`config.mk`:
```
export PLATFORM = sky130hd
export DESIGN_NAME = tick_pll_ctrl
export DESIGN_NICKNAME = d
export VERILOG_FILES = /design/src/tick_pkg.sv /design/src/pin_sync.sv /design/src/tick_pll_ctrl.sv
export VERILOG_INCLUDE_DIRS = /design/src
export SDC_FILE = /design/constraint.sdc
export NUM_CORES = 1
export LEC_CHECK = 0
export ABC_AREA = 1
export BUFFER_PORTS_ARGS = -buffer_cell sky130_fd_sc_hd__buf_2
export CAP_MARGIN = 20
export CORE_AREA = 2 2 167 169
export CTS_BUF_LIST = sky130_fd_sc_hd__clkbuf_2
export DETAILED_ROUTE_END_ITERATION = 7
export DIE_AREA = 0 0 169 171
export GPL_TIMING_DRIVEN = 0
export PLACE_DENSITY_LB_ADDON = 0.12
export SYNTH_ARGS = -nofsm -noshare
export SYNTH_HDL_FRONTEND = slang
export SYNTH_SLANG_ARGS = --single-unit
```
`constraint.sdc`:
```
create_clock -name clk_i -period 12.8 [get_ports clk_i]
set_input_delay 1.28 -clock clk_i [delete_from_list [all_inputs] [get_ports clk_i]]
set_output_delay 1.28 -clock clk_i [all_outputs]
set_load 0.03 [all_outputs]
```
`src/tick_map.svh`:
```
/*
 * Register map, field positions, reset values and timing counts of the
 * PLL modulation control and periodic tick timer block.
 * Assumes an APB slave with 32-bit data and 12-bit byte addresses.
 */
`ifndef TICK_MAP_SVH
`define TICK_MAP_SVH

// Register indices; each register sits at four times its index
`define PMC_IDX 12'h00a
`define TRC_IDX 12'h00b
`define CSR_IDX 12'h020
`define IST_IDX 12'h021
`define IMK_IDX 12'h022
`define PMC_ADDR (`PMC_IDX << 2)
`define TRC_ADDR (`TRC_IDX << 2)
`define CSR_ADDR (`CSR_IDX << 2)
`define IST_ADDR (`IST_IDX << 2)
`define IMK_ADDR (`IMK_IDX << 2)

// Reset values
`define PMC_RESET 8'h00
`define TRC_RESET 8'h00
`define CSR_RESET 4'h0
`define IMK_RESET 2'h0

// pll_modulation_control fields
`define FM_HI_BIT 5
`define FM_LO_BIT 4

// tick_rate_control fields
`define DEC_BIT 7
`define PRE_MSB 6
`define PRE_LSB 4
`define MOD_MSB 3
`define MOD_LSB 0

// clock_select_register fields
`define CSR_TICK_SEL 0
`define CSR_PSTOP 1
`define CSR_REGISTER_PROTECT 2
`define CSR_PLL_SEL 3

// Interrupt status and mask bits, then read-only flags
`define IST_TICK 0
`define IST_OSC_LOST 1
`define IST_LOCK 2
`define IST_OSC_UP 3

// Modulation runs at reference / 16: phase flips every 8 reference edges
`define FM_HALF_LAST 3'h7
// Binary prescaler exponent is code plus this offset
`define BIN_EXP_OFFSET 5'h09

`endif

```
`src/tick_pkg.sv`:
```
/*
 * Types shared by the tick timer and PLL modulation control block.
 * Assumes nothing of its surroundings.
 */
package tick_pkg;

    typedef enum logic [1:0]
    {
        FM_OFF  = 2'b00,
        FM_1PCT = 2'b01,
        FM_2PCT = 2'b10,
        FM_4PCT = 2'b11
    } fm_amp_t;

    typedef enum logic [1:0]
    {
        TICK_OFF  = 2'b00,
        TICK_RUN  = 2'b01,
        TICK_HALT = 2'b10
    } tick_mode_t;

endpackage

```
`src/pin_sync.sv`:
```
/*
 * Three-stage synchroniser for a level from another clock domain.
 * A change is taken once the second and third stages agree.
 * Assumes clk_i is the block clock and nrst_i its synchronous reset.
 */
`timescale 1ns/10ps
module pin_sync
#(
    parameter logic RESET_VALUE = 1'b0
)
(
    // Clock and reset
    input wire logic clk_i,
    input wire logic nrst_i,
    // Asynchronous level
    input wire logic pin_i,
    // Filtered level and change pulses
    output logic level_o,
    output logic rise_o,
    output logic fall_o
);

    logic stage1;
    logic stage2;
    logic stage3;
    logic next_level;

    always_comb
    begin
        next_level = level_o;
        if (stage2 == stage3)
        begin
            next_level = stage3;
        end
    end

    always_ff @(posedge clk_i)
    begin
        if (!nrst_i)
        begin
            stage1 <= RESET_VALUE;
            stage2 <= RESET_VALUE;
            stage3 <= RESET_VALUE;
            level_o <= RESET_VALUE;
        end
        else
        begin
            stage1 <= pin_i;
            stage2 <= stage1;
            stage3 <= stage2;
            level_o <= next_level;
        end
    end

    assign rise_o = next_level & ~level_o;
    assign fall_o = ~next_level & level_o;

endmodule // pin_sync

```
`src/tick_pll_ctrl.sv`:
```
/*
 * PLL frequency modulation control and periodic tick timer, APB slave.
 * Assumes the RC, crystal and PLL reference clocks and the lock and
 * oscillator-ready levels arrive asynchronously; stop_mode_i is on clk_i.
 */
// Chosen here: the APB interface to the registers.
// Operation
// - PLL modulation writes only land when protection clear and PLL selected.
// - Any PLL modulation register write clears lock and oscillator-up flags.
// - Enabled modulation runs at PLL reference frequency divided by sixteen.
// - Amplitude bits 5:4 pick off, one, two or four percent.
// - Tick clock is RC clock or crystal clock per select bit.
// - In stop mode tick counts only with pseudo stop and crystal clock.
// - Tick rate register read and written anytime, unprotected.
// - Every tick rate write restarts the timeout period.
// - Changing tick clock select or losing oscillator-up restarts the period.
// - Bit 7 picks binary prescaler when clear, decimal when set.
// - Binary prescale code zero is off; 1 to 7 give 2^10..2^16.
// - Modulus bits 3:0 multiply prescaler by field plus one.
// - All-zero setting is reset default and stops the tick timer.
// - Decimal codes select 1,2,5,10,20,50,100,200 thousand times modulus.
`timescale 1ns/10ps
`include "tick_map.svh"
module tick_pll_ctrl
    import tick_pkg::*;
(
    // Clock and reset
    input wire logic clk_i,
    input wire logic nrst_i,
    // APB slave
    input wire logic [11:0] paddr_i,
    input wire logic psel_i,
    input wire logic penable_i,
    input wire logic pwrite_i,
    input wire logic [31:0] pwdata_i,
    input wire logic [3:0] pstrb_i,
    output logic [31:0] prdata_o,
    output logic pready_o,
    output logic pslverr_o,
    // Clock sources and unit status
    input wire logic internal_rc_clock_i,
    input wire logic crystal_osc_clock_i,
    input wire logic pll_ref_clock_i,
    input wire logic osc_ready_i,
    input wire logic pll_lock_i,
    input wire logic stop_mode_i,
    // Modulation, tick, interrupt and status outputs
    output logic [1:0] fm_amplitude_o,
    output logic fm_phase_o,
    output logic tick_event_o,
    output logic irq_o,
    output logic pll_locked_o,
    output logic osc_up_flag_o
);

    // Synchronised sources
    logic irc_level;
    logic irc_rise;
    logic osc_level;
    logic osc_rise;
    logic ref_level;
    logic ref_rise;
    logic oscrdy_level;
    logic oscrdy_rise;
    logic oscrdy_fall;
    logic lock_level;
    logic lock_rise;
    logic lock_fall;

    pin_sync #(.RESET_VALUE(1'b0)) u_sync_irc
    (
        .clk_i(clk_i),
        .nrst_i(nrst_i),
        .pin_i(internal_rc_clock_i),
        .level_o(irc_level),
        .rise_o(irc_rise),
        .fall_o()
    );

    pin_sync #(.RESET_VALUE(1'b0)) u_sync_osc
    (
        .clk_i(clk_i),
        .nrst_i(nrst_i),
        .pin_i(crystal_osc_clock_i),
        .level_o(osc_level),
        .rise_o(osc_rise),
        .fall_o()
    );

    pin_sync #(.RESET_VALUE(1'b0)) u_sync_ref
    (
        .clk_i(clk_i),
        .nrst_i(nrst_i),
        .pin_i(pll_ref_clock_i),
        .level_o(ref_level),
        .rise_o(ref_rise),
        .fall_o()
    );

    pin_sync #(.RESET_VALUE(1'b0)) u_sync_oscrdy
    (
        .clk_i(clk_i),
        .nrst_i(nrst_i),
        .pin_i(osc_ready_i),
        .level_o(oscrdy_level),
        .rise_o(oscrdy_rise),
        .fall_o(oscrdy_fall)
    );

    pin_sync #(.RESET_VALUE(1'b0)) u_sync_lock
    (
        .clk_i(clk_i),
        .nrst_i(nrst_i),
        .pin_i(pll_lock_i),
        .level_o(lock_level),
        .rise_o(lock_rise),
        .fall_o(lock_fall)
    );

    // Register state
    logic [7:0] pll_modulation_control;
    logic [7:0] tick_rate_control;
    logic [3:0] clock_select_register;
    logic [1:0] irq_mask;
    logic [1:0] irq_status;
    logic lock_flag;
    logic osc_flag;
    logic [7:0] next_pll_modulation_control;
    logic [7:0] next_tick_rate_control;
    logic [3:0] next_clock_select_register;
    logic [1:0] next_irq_mask;
    logic [1:0] next_irq_status;
    logic next_lock_flag;
    logic next_osc_flag;
    logic [31:0] next_prdata;

    // Bus decode
    logic setup_phase;
    logic wr_access;
    logic rd_access;
    logic pll_wr_req;
    logic tick_wr;
    logic csr_wr;
    logic status_rd;
    logic addr_hit;
    logic osc_lost;
    logic sel_changed;

    // Tick timer
    logic [21:0] tick_cnt;
    logic [21:0] next_tick_cnt;
    logic [21:0] tick_target;
    logic [17:0] tick_base;
    logic next_tick_event;
    logic tick_src_edge;
    logic tick_restart;
    tick_mode_t tick_mode;

    // Modulation
    logic [2:0] fm_div;
    logic [2:0] next_fm_div;
    logic next_fm_phase;

    logic tick_clock_select;
    logic pseudo_stop_select;
    logic register_protect;
    logic pll_clock_select;

    assign tick_clock_select = clock_select_register[`CSR_TICK_SEL];
    assign pseudo_stop_select = clock_select_register[`CSR_PSTOP];
    assign register_protect = clock_select_register[`CSR_REGISTER_PROTECT];
    assign pll_clock_select = clock_select_register[`CSR_PLL_SEL];

    assign setup_phase = psel_i & ~penable_i;
    assign wr_access = psel_i & penable_i & pwrite_i & pstrb_i[0];
    assign rd_access = psel_i & penable_i & ~pwrite_i;
    assign pll_wr_req = wr_access & (paddr_i == `PMC_ADDR);
    assign tick_wr = wr_access & (paddr_i == `TRC_ADDR);
    assign csr_wr = wr_access & (paddr_i == `CSR_ADDR);
    assign status_rd = rd_access & (paddr_i == `IST_ADDR);
    assign addr_hit = (paddr_i == `PMC_ADDR) | (paddr_i == `TRC_ADDR) | (paddr_i == `CSR_ADDR)
                    | (paddr_i == `IST_ADDR) | (paddr_i == `IMK_ADDR);

    assign pready_o = 1'b1;
    assign pslverr_o = psel_i & penable_i & ~addr_hit;

    // Register and flag updates
    always_comb
    begin
        next_pll_modulation_control = pll_modulation_control;
        next_tick_rate_control = tick_rate_control;
        next_clock_select_register = clock_select_register;
        next_irq_mask = irq_mask;
        next_prdata = prdata_o;
        if (pll_wr_req && !register_protect && pll_clock_select)
        begin
            next_pll_modulation_control = {2'b00, pwdata_i[`FM_HI_BIT:`FM_LO_BIT], 4'h0};
        end
        if (tick_wr)
        begin
            next_tick_rate_control = pwdata_i[7:0];
        end
        if (csr_wr)
        begin
            next_clock_select_register = pwdata_i[3:0];
            // Crystal source only while oscillator is up
            next_clock_select_register[`CSR_TICK_SEL] = pwdata_i[`CSR_TICK_SEL] & osc_flag;
        end
        if (osc_lost)
        begin
            next_clock_select_register[`CSR_TICK_SEL] = 1'b0;
        end
        if (wr_access && paddr_i == `IMK_ADDR)
        begin
            next_irq_mask = pwdata_i[1:0];
        end
        // Set beats clear: oscillator and lock flags
        next_osc_flag = oscrdy_rise | (osc_flag & ~pll_wr_req & ~oscrdy_fall);
        next_lock_flag = lock_rise | (lock_flag & ~pll_wr_req & ~lock_fall);
        // Read clears only what was returned; new events survive
        next_irq_status = irq_status;
        if (status_rd)
        begin
            next_irq_status = irq_status & ~prdata_o[1:0];
        end
        next_irq_status[`IST_TICK] = next_irq_status[`IST_TICK] | next_tick_event;
        next_irq_status[`IST_OSC_LOST] = next_irq_status[`IST_OSC_LOST] | osc_lost;
        // Read data captured in the setup cycle
        if (setup_phase)
        begin
            unique case (paddr_i)
                `PMC_ADDR: next_prdata = {24'h000000, pll_modulation_control};
                `TRC_ADDR: next_prdata = {24'h000000, tick_rate_control};
                `CSR_ADDR: next_prdata = {28'h0000000, clock_select_register};
                `IST_ADDR: next_prdata = {28'h0000000, osc_flag, lock_flag, irq_status};
                `IMK_ADDR: next_prdata = {30'h00000000, irq_mask};
                default: next_prdata = 32'h00000000;
            endcase
        end
    end

    always_ff @(posedge clk_i)
    begin
        if (!nrst_i)
        begin
            pll_modulation_control <= `PMC_RESET;
            tick_rate_control <= `TRC_RESET;
            clock_select_register <= `CSR_RESET;
            irq_mask <= `IMK_RESET;
            irq_status <= 2'h0;
            osc_flag <= 1'b0;
            lock_flag <= 1'b0;
            prdata_o <= 32'h00000000;
        end
        else
        begin
            pll_modulation_control <= next_pll_modulation_control;
            tick_rate_control <= next_tick_rate_control;
            clock_select_register <= next_clock_select_register;
            irq_mask <= next_irq_mask;
            irq_status <= next_irq_status;
            osc_flag <= next_osc_flag;
            lock_flag <= next_lock_flag;
            prdata_o <= next_prdata;
        end
    end

    // Formed from inputs so the register process does not read its own result
    assign osc_lost = osc_flag & ~oscrdy_rise & (pll_wr_req | oscrdy_fall);
    assign sel_changed = csr_wr & (pwdata_i[`CSR_TICK_SEL] != tick_clock_select);
    assign irq_o = |(irq_status & irq_mask);
    assign pll_locked_o = lock_flag;
    assign osc_up_flag_o = osc_flag;
    assign fm_amplitude_o = pll_modulation_control[`FM_HI_BIT:`FM_LO_BIT];

    // Prescaler base from rate code
    always_comb
    begin
        tick_base = 18'h00000;
        if (tick_rate_control[`DEC_BIT])
        begin
            unique case (tick_rate_control[`PRE_MSB:`PRE_LSB])
                3'h0: tick_base = 18'd1000;
                3'h1: tick_base = 18'd2000;
                3'h2: tick_base = 18'd5000;
                3'h3: tick_base = 18'd10000;
                3'h4: tick_base = 18'd20000;
                3'h5: tick_base = 18'd50000;
                3'h6: tick_base = 18'd100000;
                3'h7: tick_base = 18'd200000;
            endcase
        end
        else if (tick_rate_control[`PRE_MSB:`PRE_LSB] != 3'h0)
        begin
            tick_base = 18'h00001 << (`BIN_EXP_OFFSET + {2'b00, tick_rate_control[`PRE_MSB:`PRE_LSB]});
        end
    end

    assign tick_target = {4'h0, tick_base} * {17'h0, {1'b0, tick_rate_control[`MOD_MSB:`MOD_LSB]} + 5'h01};
    assign tick_src_edge = tick_clock_select ? osc_rise : irc_rise;
    assign tick_restart = tick_wr | sel_changed | osc_lost;

    // Timer mode
    always_comb
    begin
        if (tick_rate_control[`DEC_BIT:`PRE_LSB] == 4'h0)
        begin
            tick_mode = TICK_OFF;
        end
        else if (stop_mode_i && !(pseudo_stop_select && tick_clock_select))
        begin
            tick_mode = TICK_HALT;
        end
        else
        begin
            tick_mode = TICK_RUN;
        end
    end

    // Tick counter
    always_comb
    begin
        next_tick_cnt = tick_cnt;
        next_tick_event = 1'b0;
        unique case (tick_mode)
            TICK_OFF: next_tick_cnt = 22'h000000;
            TICK_HALT: next_tick_cnt = tick_cnt;
            TICK_RUN:
            begin
                if (tick_src_edge)
                begin
                    if (tick_cnt >= tick_target - 22'h000001)
                    begin
                        next_tick_cnt = 22'h000000;
                        next_tick_event = 1'b1;
                    end
                    else
                    begin
                        next_tick_cnt = tick_cnt + 22'h000001;
                    end
                end
            end
            default: next_tick_cnt = 22'h000000;
        endcase
        if (tick_restart)
        begin
            next_tick_cnt = 22'h000000;
            next_tick_event = 1'b0;
        end
    end

    // Modulation phase, one flip per eight reference edges
    always_comb
    begin
        next_fm_div = fm_div;
        next_fm_phase = fm_phase_o;
        if (pll_modulation_control[`FM_HI_BIT:`FM_LO_BIT] == FM_OFF)
        begin
            next_fm_div = 3'h0;
            next_fm_phase = 1'b0;
        end
        else if (ref_rise)
        begin
            next_fm_div = fm_div + 3'h1;
            if (fm_div == `FM_HALF_LAST)
            begin
                next_fm_phase = ~fm_phase_o;
            end
        end
    end

    always_ff @(posedge clk_i)
    begin
        if (!nrst_i)
        begin
            tick_cnt <= 22'h000000;
            tick_event_o <= 1'b0;
            fm_div <= 3'h0;
            fm_phase_o <= 1'b0;
        end
        else
        begin
            tick_cnt <= next_tick_cnt;
            tick_event_o <= next_tick_event;
            fm_div <= next_fm_div;
            fm_phase_o <= next_fm_phase;
        end
    end

    // Checks
    property p_pll_guard;
        @(posedge clk_i) disable iff (!nrst_i)
        pll_wr_req && (register_protect || !pll_clock_select) |=> $stable(pll_modulation_control);
    endproperty
    a_pll_guard: assert property (p_pll_guard) else $error("PLL write landed while guarded");

    property p_pll_clears;
        @(posedge clk_i) disable iff (!nrst_i)
        pll_wr_req && !oscrdy_rise && !lock_rise |=> !osc_flag && !lock_flag;
    endproperty
    a_pll_clears: assert property (p_pll_clears) else $error("PLL write kept status flags");

    property p_fm_rate;
        @(posedge clk_i) disable iff (!nrst_i)
        ref_rise && fm_div == 3'h7 && fm_amplitude_o != 2'b00 && $stable(fm_amplitude_o)
        |=> fm_phase_o != $past(fm_phase_o) && fm_div == 3'h0;
    endproperty
    a_fm_rate: assert property (p_fm_rate) else $error("Modulation phase missed its flip");

    property p_fm_off;
        @(posedge clk_i) disable iff (!nrst_i)
        fm_amplitude_o == 2'b00 |=> !fm_phase_o;
    endproperty
    a_fm_off: assert property (p_fm_off) else $error("Modulation active while off");

    property p_tick_source;
        @(posedge clk_i) disable iff (!nrst_i)
        !tick_src_edge && !tick_restart && tick_mode == TICK_RUN |=> $stable(tick_cnt) && !tick_event_o;
    endproperty
    a_tick_source: assert property (p_tick_source) else $error("Tick advanced without source edge");

    property p_tick_halt;
        @(posedge clk_i) disable iff (!nrst_i)
        stop_mode_i && !(pseudo_stop_select && tick_clock_select) && !tick_restart
        && tick_rate_control[7:4] != 4'h0 |=> $stable(tick_cnt);
    endproperty
    a_tick_halt: assert property (p_tick_halt) else $error("Tick counted in stop mode");

    property p_rate_write;
        @(posedge clk_i) disable iff (!nrst_i)
        tick_wr |=> tick_rate_control == $past(pwdata_i[7:0]) && tick_cnt == 22'h000000;
    endproperty
    a_rate_write: assert property (p_rate_write) else $error("Rate write lost or no restart");

    property p_sel_restart;
        @(posedge clk_i) disable iff (!nrst_i)
        sel_changed || osc_lost |=> tick_cnt == 22'h000000 && !tick_event_o;
    endproperty
    a_sel_restart: assert property (p_sel_restart) else $error("Clock change did not restart tick");

    property p_bin_base;
        @(posedge clk_i) disable iff (!nrst_i)
        tick_rate_control == 8'h10 |-> tick_target == 22'd1024;
    endproperty
    a_bin_base: assert property (p_bin_base) else $error("Binary prescaler wrong");

    property p_modulus;
        @(posedge clk_i) disable iff (!nrst_i)
        tick_rate_control == 8'hff |-> tick_target == 22'd3200000;
    endproperty
    a_modulus: assert property (p_modulus) else $error("Decimal divide with modulus wrong");

    property p_off;
        @(posedge clk_i) disable iff (!nrst_i)
        tick_rate_control[7:4] == 4'h0 ##1 tick_rate_control[7:4] == 4'h0 |-> tick_cnt == 22'h000000 && !tick_event_o;
    endproperty
    a_off: assert property (p_off) else $error("Tick timer ran while off");

    property p_wrap;
        @(posedge clk_i) disable iff (!nrst_i)
        tick_event_o |-> tick_cnt == 22'h000000 ##1 !tick_event_o;
    endproperty
    a_wrap: assert property (p_wrap) else $error("Tick event without period restart");

endmodule // tick_pll_ctrl

```
# Yosys cells after proc, flatten, opt, wreduce, memory -nomap -nowiden
# Memories as Yosys holds them, arrays and structs flattened. A register that Yosys moved wholly into a read port is not among the register bits.
# Index checks and enable logic that the tools add are counted.
# op_classes
n_addsub	5
mul	1
n_lt_le_gt_ge	1
n_eq_ne	15
shifts	1
mux	21
bitwise_logic	56
n_reduce_logical	16
# ops
cell	count
$mux 22	2
$pmux 22 s2	1
$pmux 8 s5	1
$eq 12x8->1 const B	3
$mux 18	2
$and 1x1->1	25
$eq 12x6->1 const B	2
$add 22x1->22 const B	1
$ge 22x22->1	1
$mul 18x5->22	1
$sub 22x1->22 const B	1
$shl 1x5->18 const A	1
$not 1->1	17
$or 1x1->1	11
$mux 1	10
$reduce_or 2->1	4
$mux 2	3
$mux 3	2
$add 4x1->5 const B	1
$add 4x3->5 const A	1
$eq 1x1->1	5
$logic_and 1x1->1	5
$and 2x2->2	2
$logic_not 4->1	1
11 further kinds	13
# totals
ff_bits	99
mem_bits_ro	120
in_bits	59
out_inout_bits	41
word_cells	150
n_memories	1
# mem_list
name	words	width	read_ports	rd_ports_with_merged_regs	write_ports	line	rtl
(no name shown)	8	15	1	1	0	tick_pll_ctrl.sv:282	unique case (tick_rate_control[`PRE_MSB:`PRE_LSB])

# Logic depth before layout (Yosys ltp)
# depth
ltp_word	12
ltp_mapped	35
mapped_depth_nobuf	34

# Hierarchy
# Synthesis repeated with hierarchy kept, for this count alone.
# unflattened
hier_cells	1169
hier_area_um2	8102.8
# modules_own_cells
mod	instances	cells_each	area_per_inst_um2
tick_pll_ctrl	1	1064	7377.1
pin_sync	5	21	145.1

# Worst setup path before layout
# No wires, ideal clock.
# synth_timing
path_type	register to register
start	register tick_rate_control[5]
end	register tick_cnt[11]
setup_time_ps	119
t_arrival_ps	5207
required_time_ps	12681
slack_ps	7474
path_stages_with_launch	32
n_path_buf	1
period_less_slack_ps	5326
path_cell_list	dfxtp_1 > nand2_1 > inv_1 > ha_1 > inv_1 > o31ai_1 > nand2_1 > fa_1 > inv_1 > fa_1 > inv_1 > fa_1 > inv_1 > ha_1 > nand2_1 > nor2_1 > inv_1 > nor2_1 > nand3_1 > o211ai_1 > xor2_1 > ha_1 > nand4_1 > inv_1 > nand2_1 > nor2_1 > nand2_1 > nand4_1 > nand2_2 > nand2_4 > buf_8 > nor2_2
# synth_between
elab_chain_cells	10
word_cells_on_any_way	18
classes_between	2 x add/sub; 1 x mul; 1 x order compare; 3 x eq/ne; 1 x shift; 6 x mux; 1 x bitwise; 3 x reduce/logical
# synth_rtl
element	line	rtl
from (decl)	tick_pll_ctrl.sv:122	logic [7:0] tick_rate_control;
from (signal assigned)	tick_pll_ctrl.sv:247	tick_rate_control <= `TRC_RESET;
from (signal assigned)	tick_pll_ctrl.sv:258	tick_rate_control <= next_tick_rate_control;
$add 4x3->5 (no line)	n/a	
$shl 1x5->18	tick_pll_ctrl.sv:295	tick_base = 18'h00001 << (`BIN_EXP_OFFSET + {2'b00, tick_rate_control[`PRE_MSB:`PRE_LSB]});
$mux 18	tick_pll_ctrl.sv:293	else if (tick_rate_control[`PRE_MSB:`PRE_LSB] != 3'h0)
$mux 18	tick_pll_ctrl.sv:280	if (tick_rate_control[`DEC_BIT])
$mul 18x5->22	tick_pll_ctrl.sv:299	assign tick_target = {4'h0, tick_base} * {17'h0, {1'b0, tick_rate_control[`MOD_MSB:`MOD_LSB]} + 5'h01};
$sub 22x1->22	tick_pll_ctrl.sv:332	if (tick_cnt >= tick_target - 22'h000001)
$ge 22x22->1	tick_pll_ctrl.sv:332	
$mux 22	tick_pll_ctrl.sv:332	
$mux 22	tick_pll_ctrl.sv:330	if (tick_src_edge)
$pmux 22 s2	tick_pll_ctrl.sv:325	unique case (tick_mode)
to (signal assigned)	tick_pll_ctrl.sv:383	tick_cnt <= next_tick_cnt;
to (decl)	tick_pll_ctrl.sv:150	logic [21:0] tick_cnt;
# Parallel ways exist; a longest one is shown, timed or not. The select of a mux whose other input is x is not followed.
# A chain may end at the register's enable or synchronous reset.

# Worst setup path in the final report
# layout_timing
start	register tick_rate_control[0]
end	register tick_cnt[2]
# layout_between
elab_chain_cells	7
# layout_rtl
element	line
$add 4x1->5	tick_pll_ctrl.sv:299
$mul 18x5->22	tick_pll_ctrl.sv:299
$sub 22x1->22	tick_pll_ctrl.sv:332
$ge 22x22->1	tick_pll_ctrl.sv:332
$mux 22	tick_pll_ctrl.sv:332
$mux 22	tick_pll_ctrl.sv:330
$pmux 22 s2	tick_pll_ctrl.sv:325
# No other way between the ends. The select of a mux whose other input is x is not followed.

==> impl_results.md <==
* CP Class: reg2reg
* Fin crit period at 6.80 ns
* Placed wire-length estimate at 17.5 mm
* Core area at 0.0273 mm²
* Final worst-path cycle share at 53.1%
* First-pass GRT wire length at about 35 mm
* Bufs on Longest Clock Path at 2
* Yosys warns at 0
* RSZ-0062 raised after global routing: no
* CP max stage cell: xor2_1
* Vias in the first global route at around 7000
* Final Wtd Congestion at roughly 0.8
* Synth Area per Inst at ~7.0 µm²
* Critical R2R Capture: tick_cnt[2]
* Gr ovfl total at 0
* Final Hold Vio Count at 0
* Worst vdd ir at 0.0000339 V
* Clk Latency, worst-skew pair at 0.60 ns
* Final core occ at about 33%
* Antenna Nets Post-Route at 0
* Mapped cell area at 0.00806 mm²
* Final Cell Area at 0.00897 mm²
* I/O Buffers at 46
* CP endpoint kind: register
* Max Slew Vio Count at 0
* Post-cts hold buffer count at 0
* Chip Height at 171 µm
* Max cap viols at 0
* CTS tree: done
* All-layer global routing usage at about 15%
* Crit path launch type: register
* Post-CTS setup buffers at 0
* Worst Hold Class: reg2reg
* Post-DR wirelength/cell at about 13 µm
* Commonest non-fill, non-tap cell in the layout: nand2_1
* Final count of negative-setup-slack endpoints at 0
* Pin count of the biggest net entering global routing at 17
* CTS resizes at 0
* Crit path capture: tick_cnt[2]
* Mean number of vias per cell at 4.36
* Slew Limit Headroom at 49.5%
* Power, Total at ~0.00055 W
* Initial drt markers at 200
* Drt first pass iters at 4
* Num rows at between 60 and 70
* Final WL at between 20 and 25 mm
* Post-synthesis sequential area ratio at 22.4%
* Final TNS setup at 0 ns
* Clock sink total at 90
* CTS root buf: clkbuf_2
* Power Dens Cells at between 60 and 70 mW/mm²
* Nets at approximately 1400
* CP arrival at 7.32 ns
* # IOs at 100
* Most frequent cells in the layout: 242 x nand2_1, 217 x inv_1, 139 x nor2_1
* Synth-to-layout area growth at 11.4%
* Worst flop-to-flop path startpoint: tick_rate_control[0]
* Crit path largest cell delay at 0.60 ns
* Status: finished, final reports clean
* Initial Util at 29.5%
* Crit path from: tick_rate_control[0]
* Critical Path RT at between 10 and 15 ns
* CP Max Fanout at 10
* Lkg Pwr at 4.47 nW
* Asr flop ratio synth at 0%
* Clock-pin slew on the worst setup and hold paths at 0.27 ns
* Top FF cell, synth: dfxtp_1
* Slew @ Worst Pin at 0.751 ns
* Initial antenna violation count at 2
* Register-to-Register Setup Slack at 6.00 ns
* Depth of the most critical reg-to-reg path at 26
* Synth Instances at 1148
* Hold_ws at approximately 0.43 ns
* Share of post-route cells with drive strength above 1 at 11.0%
* Post-synth EDFFs at 0
* Residual DRC at 0
* Clock buffer count from CTS at 9
* Post-synth cell types at 44
* Clock H-tree levels at 3
* DIE WIDTH at 169 µm
* Die area at 0.0289 mm²
* Synth Register Bits at 90
* Hold_sp: u_sync_oscrdy.stage1
* Cell Area, Placed at approximately 0.009 mm²
* Fmax at 0.147 GHz
* Vias at 6930
* Worst Skew at between 0.04 and 0.05 ns
==> cells by family (layout without fill, tap and decap cells) <==
family	Yosys count	after routing	share of synthesized area, %
AND/OR/NAND/NOR	507	507	27.4
flip-flops	90	90	22.4
AO/OA/AOI/OAI	127	127	8.84
XOR/XNOR	33	33	3.59
buffers and inverters	266	328	14.1
adder cells (fa/ha/maj)	123	123	23.7
other	2	36	0.0932
==> cell type report <==
| class | instances | area, µm² |
|---|---|---|
| fill | 3087 | 18400 |
| multi-input combinational | 825 | 5250 |
| sequential | 90 | 1800 |
| inverter | 223 | 840 |
| tap | 346 | 433 |
| buffer | 43 | 294 |
| timing repair buffer | 46 | 230 |
| clock inverter | 6 | 75.1 |
| clock buffer | 10 | 50.0 |
| antenna | 1 | 2.50 |
==> stage by stage <==
stage | worst slack [ns] | instances
after global placement | 5.87 | 1573
after floorplan | 7.47 | 1181
after detailed placement | 5.98 | 1573
after global routing | 5.32 | 1590
after CTS | 5.86 | 1589
final | 6.00 | 1590
==> how the worst min path moves through the flow <==
stage	end	slack (ns)	cells after the start
after floorplan	u_sync_irc.stage2	0.39	2
after global placement	u_sync_oscrdy.stage2	0.40	2
after CTS	u_sync_oscrdy.stage2	0.43	2
after global routing	u_sync_lock.stage2	0.45	2
after detailed placement	u_sync_oscrdy.stage2	0.39	2
final	u_sync_oscrdy.stage2	0.43	2
==> synthesized netlist by cell type, types with 3 or more instances <==
cell | n | area share [%]
nand2_1 | 242 | 11
inv_1 | 217 | 10
nor2_1 | 139 | 6.5
dfxtp_1 | 90 | 22
ha_1 | 74 | 11
a21oi_1 | 56 | 3.5
fa_1 | 49 | 12
nand3_1 | 46 | 2.9
o21ai_0 | 35 | 2.2
buf_4 | 28 | 2.6
xor2_1 | 22 | 2.4
nand4_1 | 19 | 1.5
nor3_1 | 18 | 1.1
nor2_2 | 14 | 1.1
clkbuf_1 | 11 | 0.51
xnor2_1 | 11 | 1.2
o21ai_1 | 7 | 0.43
o21bai_1 | 7 | 0.65
inv_2 | 5 | 0.23
nand2_2 | 5 | 0.39
nand3_2 | 5 | 0.62
nand3b_1 | 5 | 0.47
nor2_4 | 5 | 0.70
o21ai_2 | 4 | 0.43
o22ai_1 | 4 | 0.31
a21o_1 | 3 | 0.28
nor3b_1 | 3 | 0.28
==> report_power, final <==
part	internal, W	switching (W)
Sequential	0.000283	0.000000955
Clock	0.0000487	0.000111
Combinational	0.0000399	0.0000695
Total	0.000372	0.000181
==> critical path, delay by kind of cell (launching register included) <==
kind,cells,cell delay [ns]
fa+ha+maj,5,2.01
xor+xnor,2,0.80
buf+inv,6,1.29
flops,1,0.40
compound gates,2,0.22
simple gates,11,2.00
==> routing by layer <==
layer,global-route usage (%),wire (µm),vias up
met3,2.06,602,13
met5,0,18,-
li1,-,-,3691
met4,3.08,201,2
met2,26.2,9610,90
met1,20.3,10400,3134
Note: power is estimated with default switching activity, not from simulation.
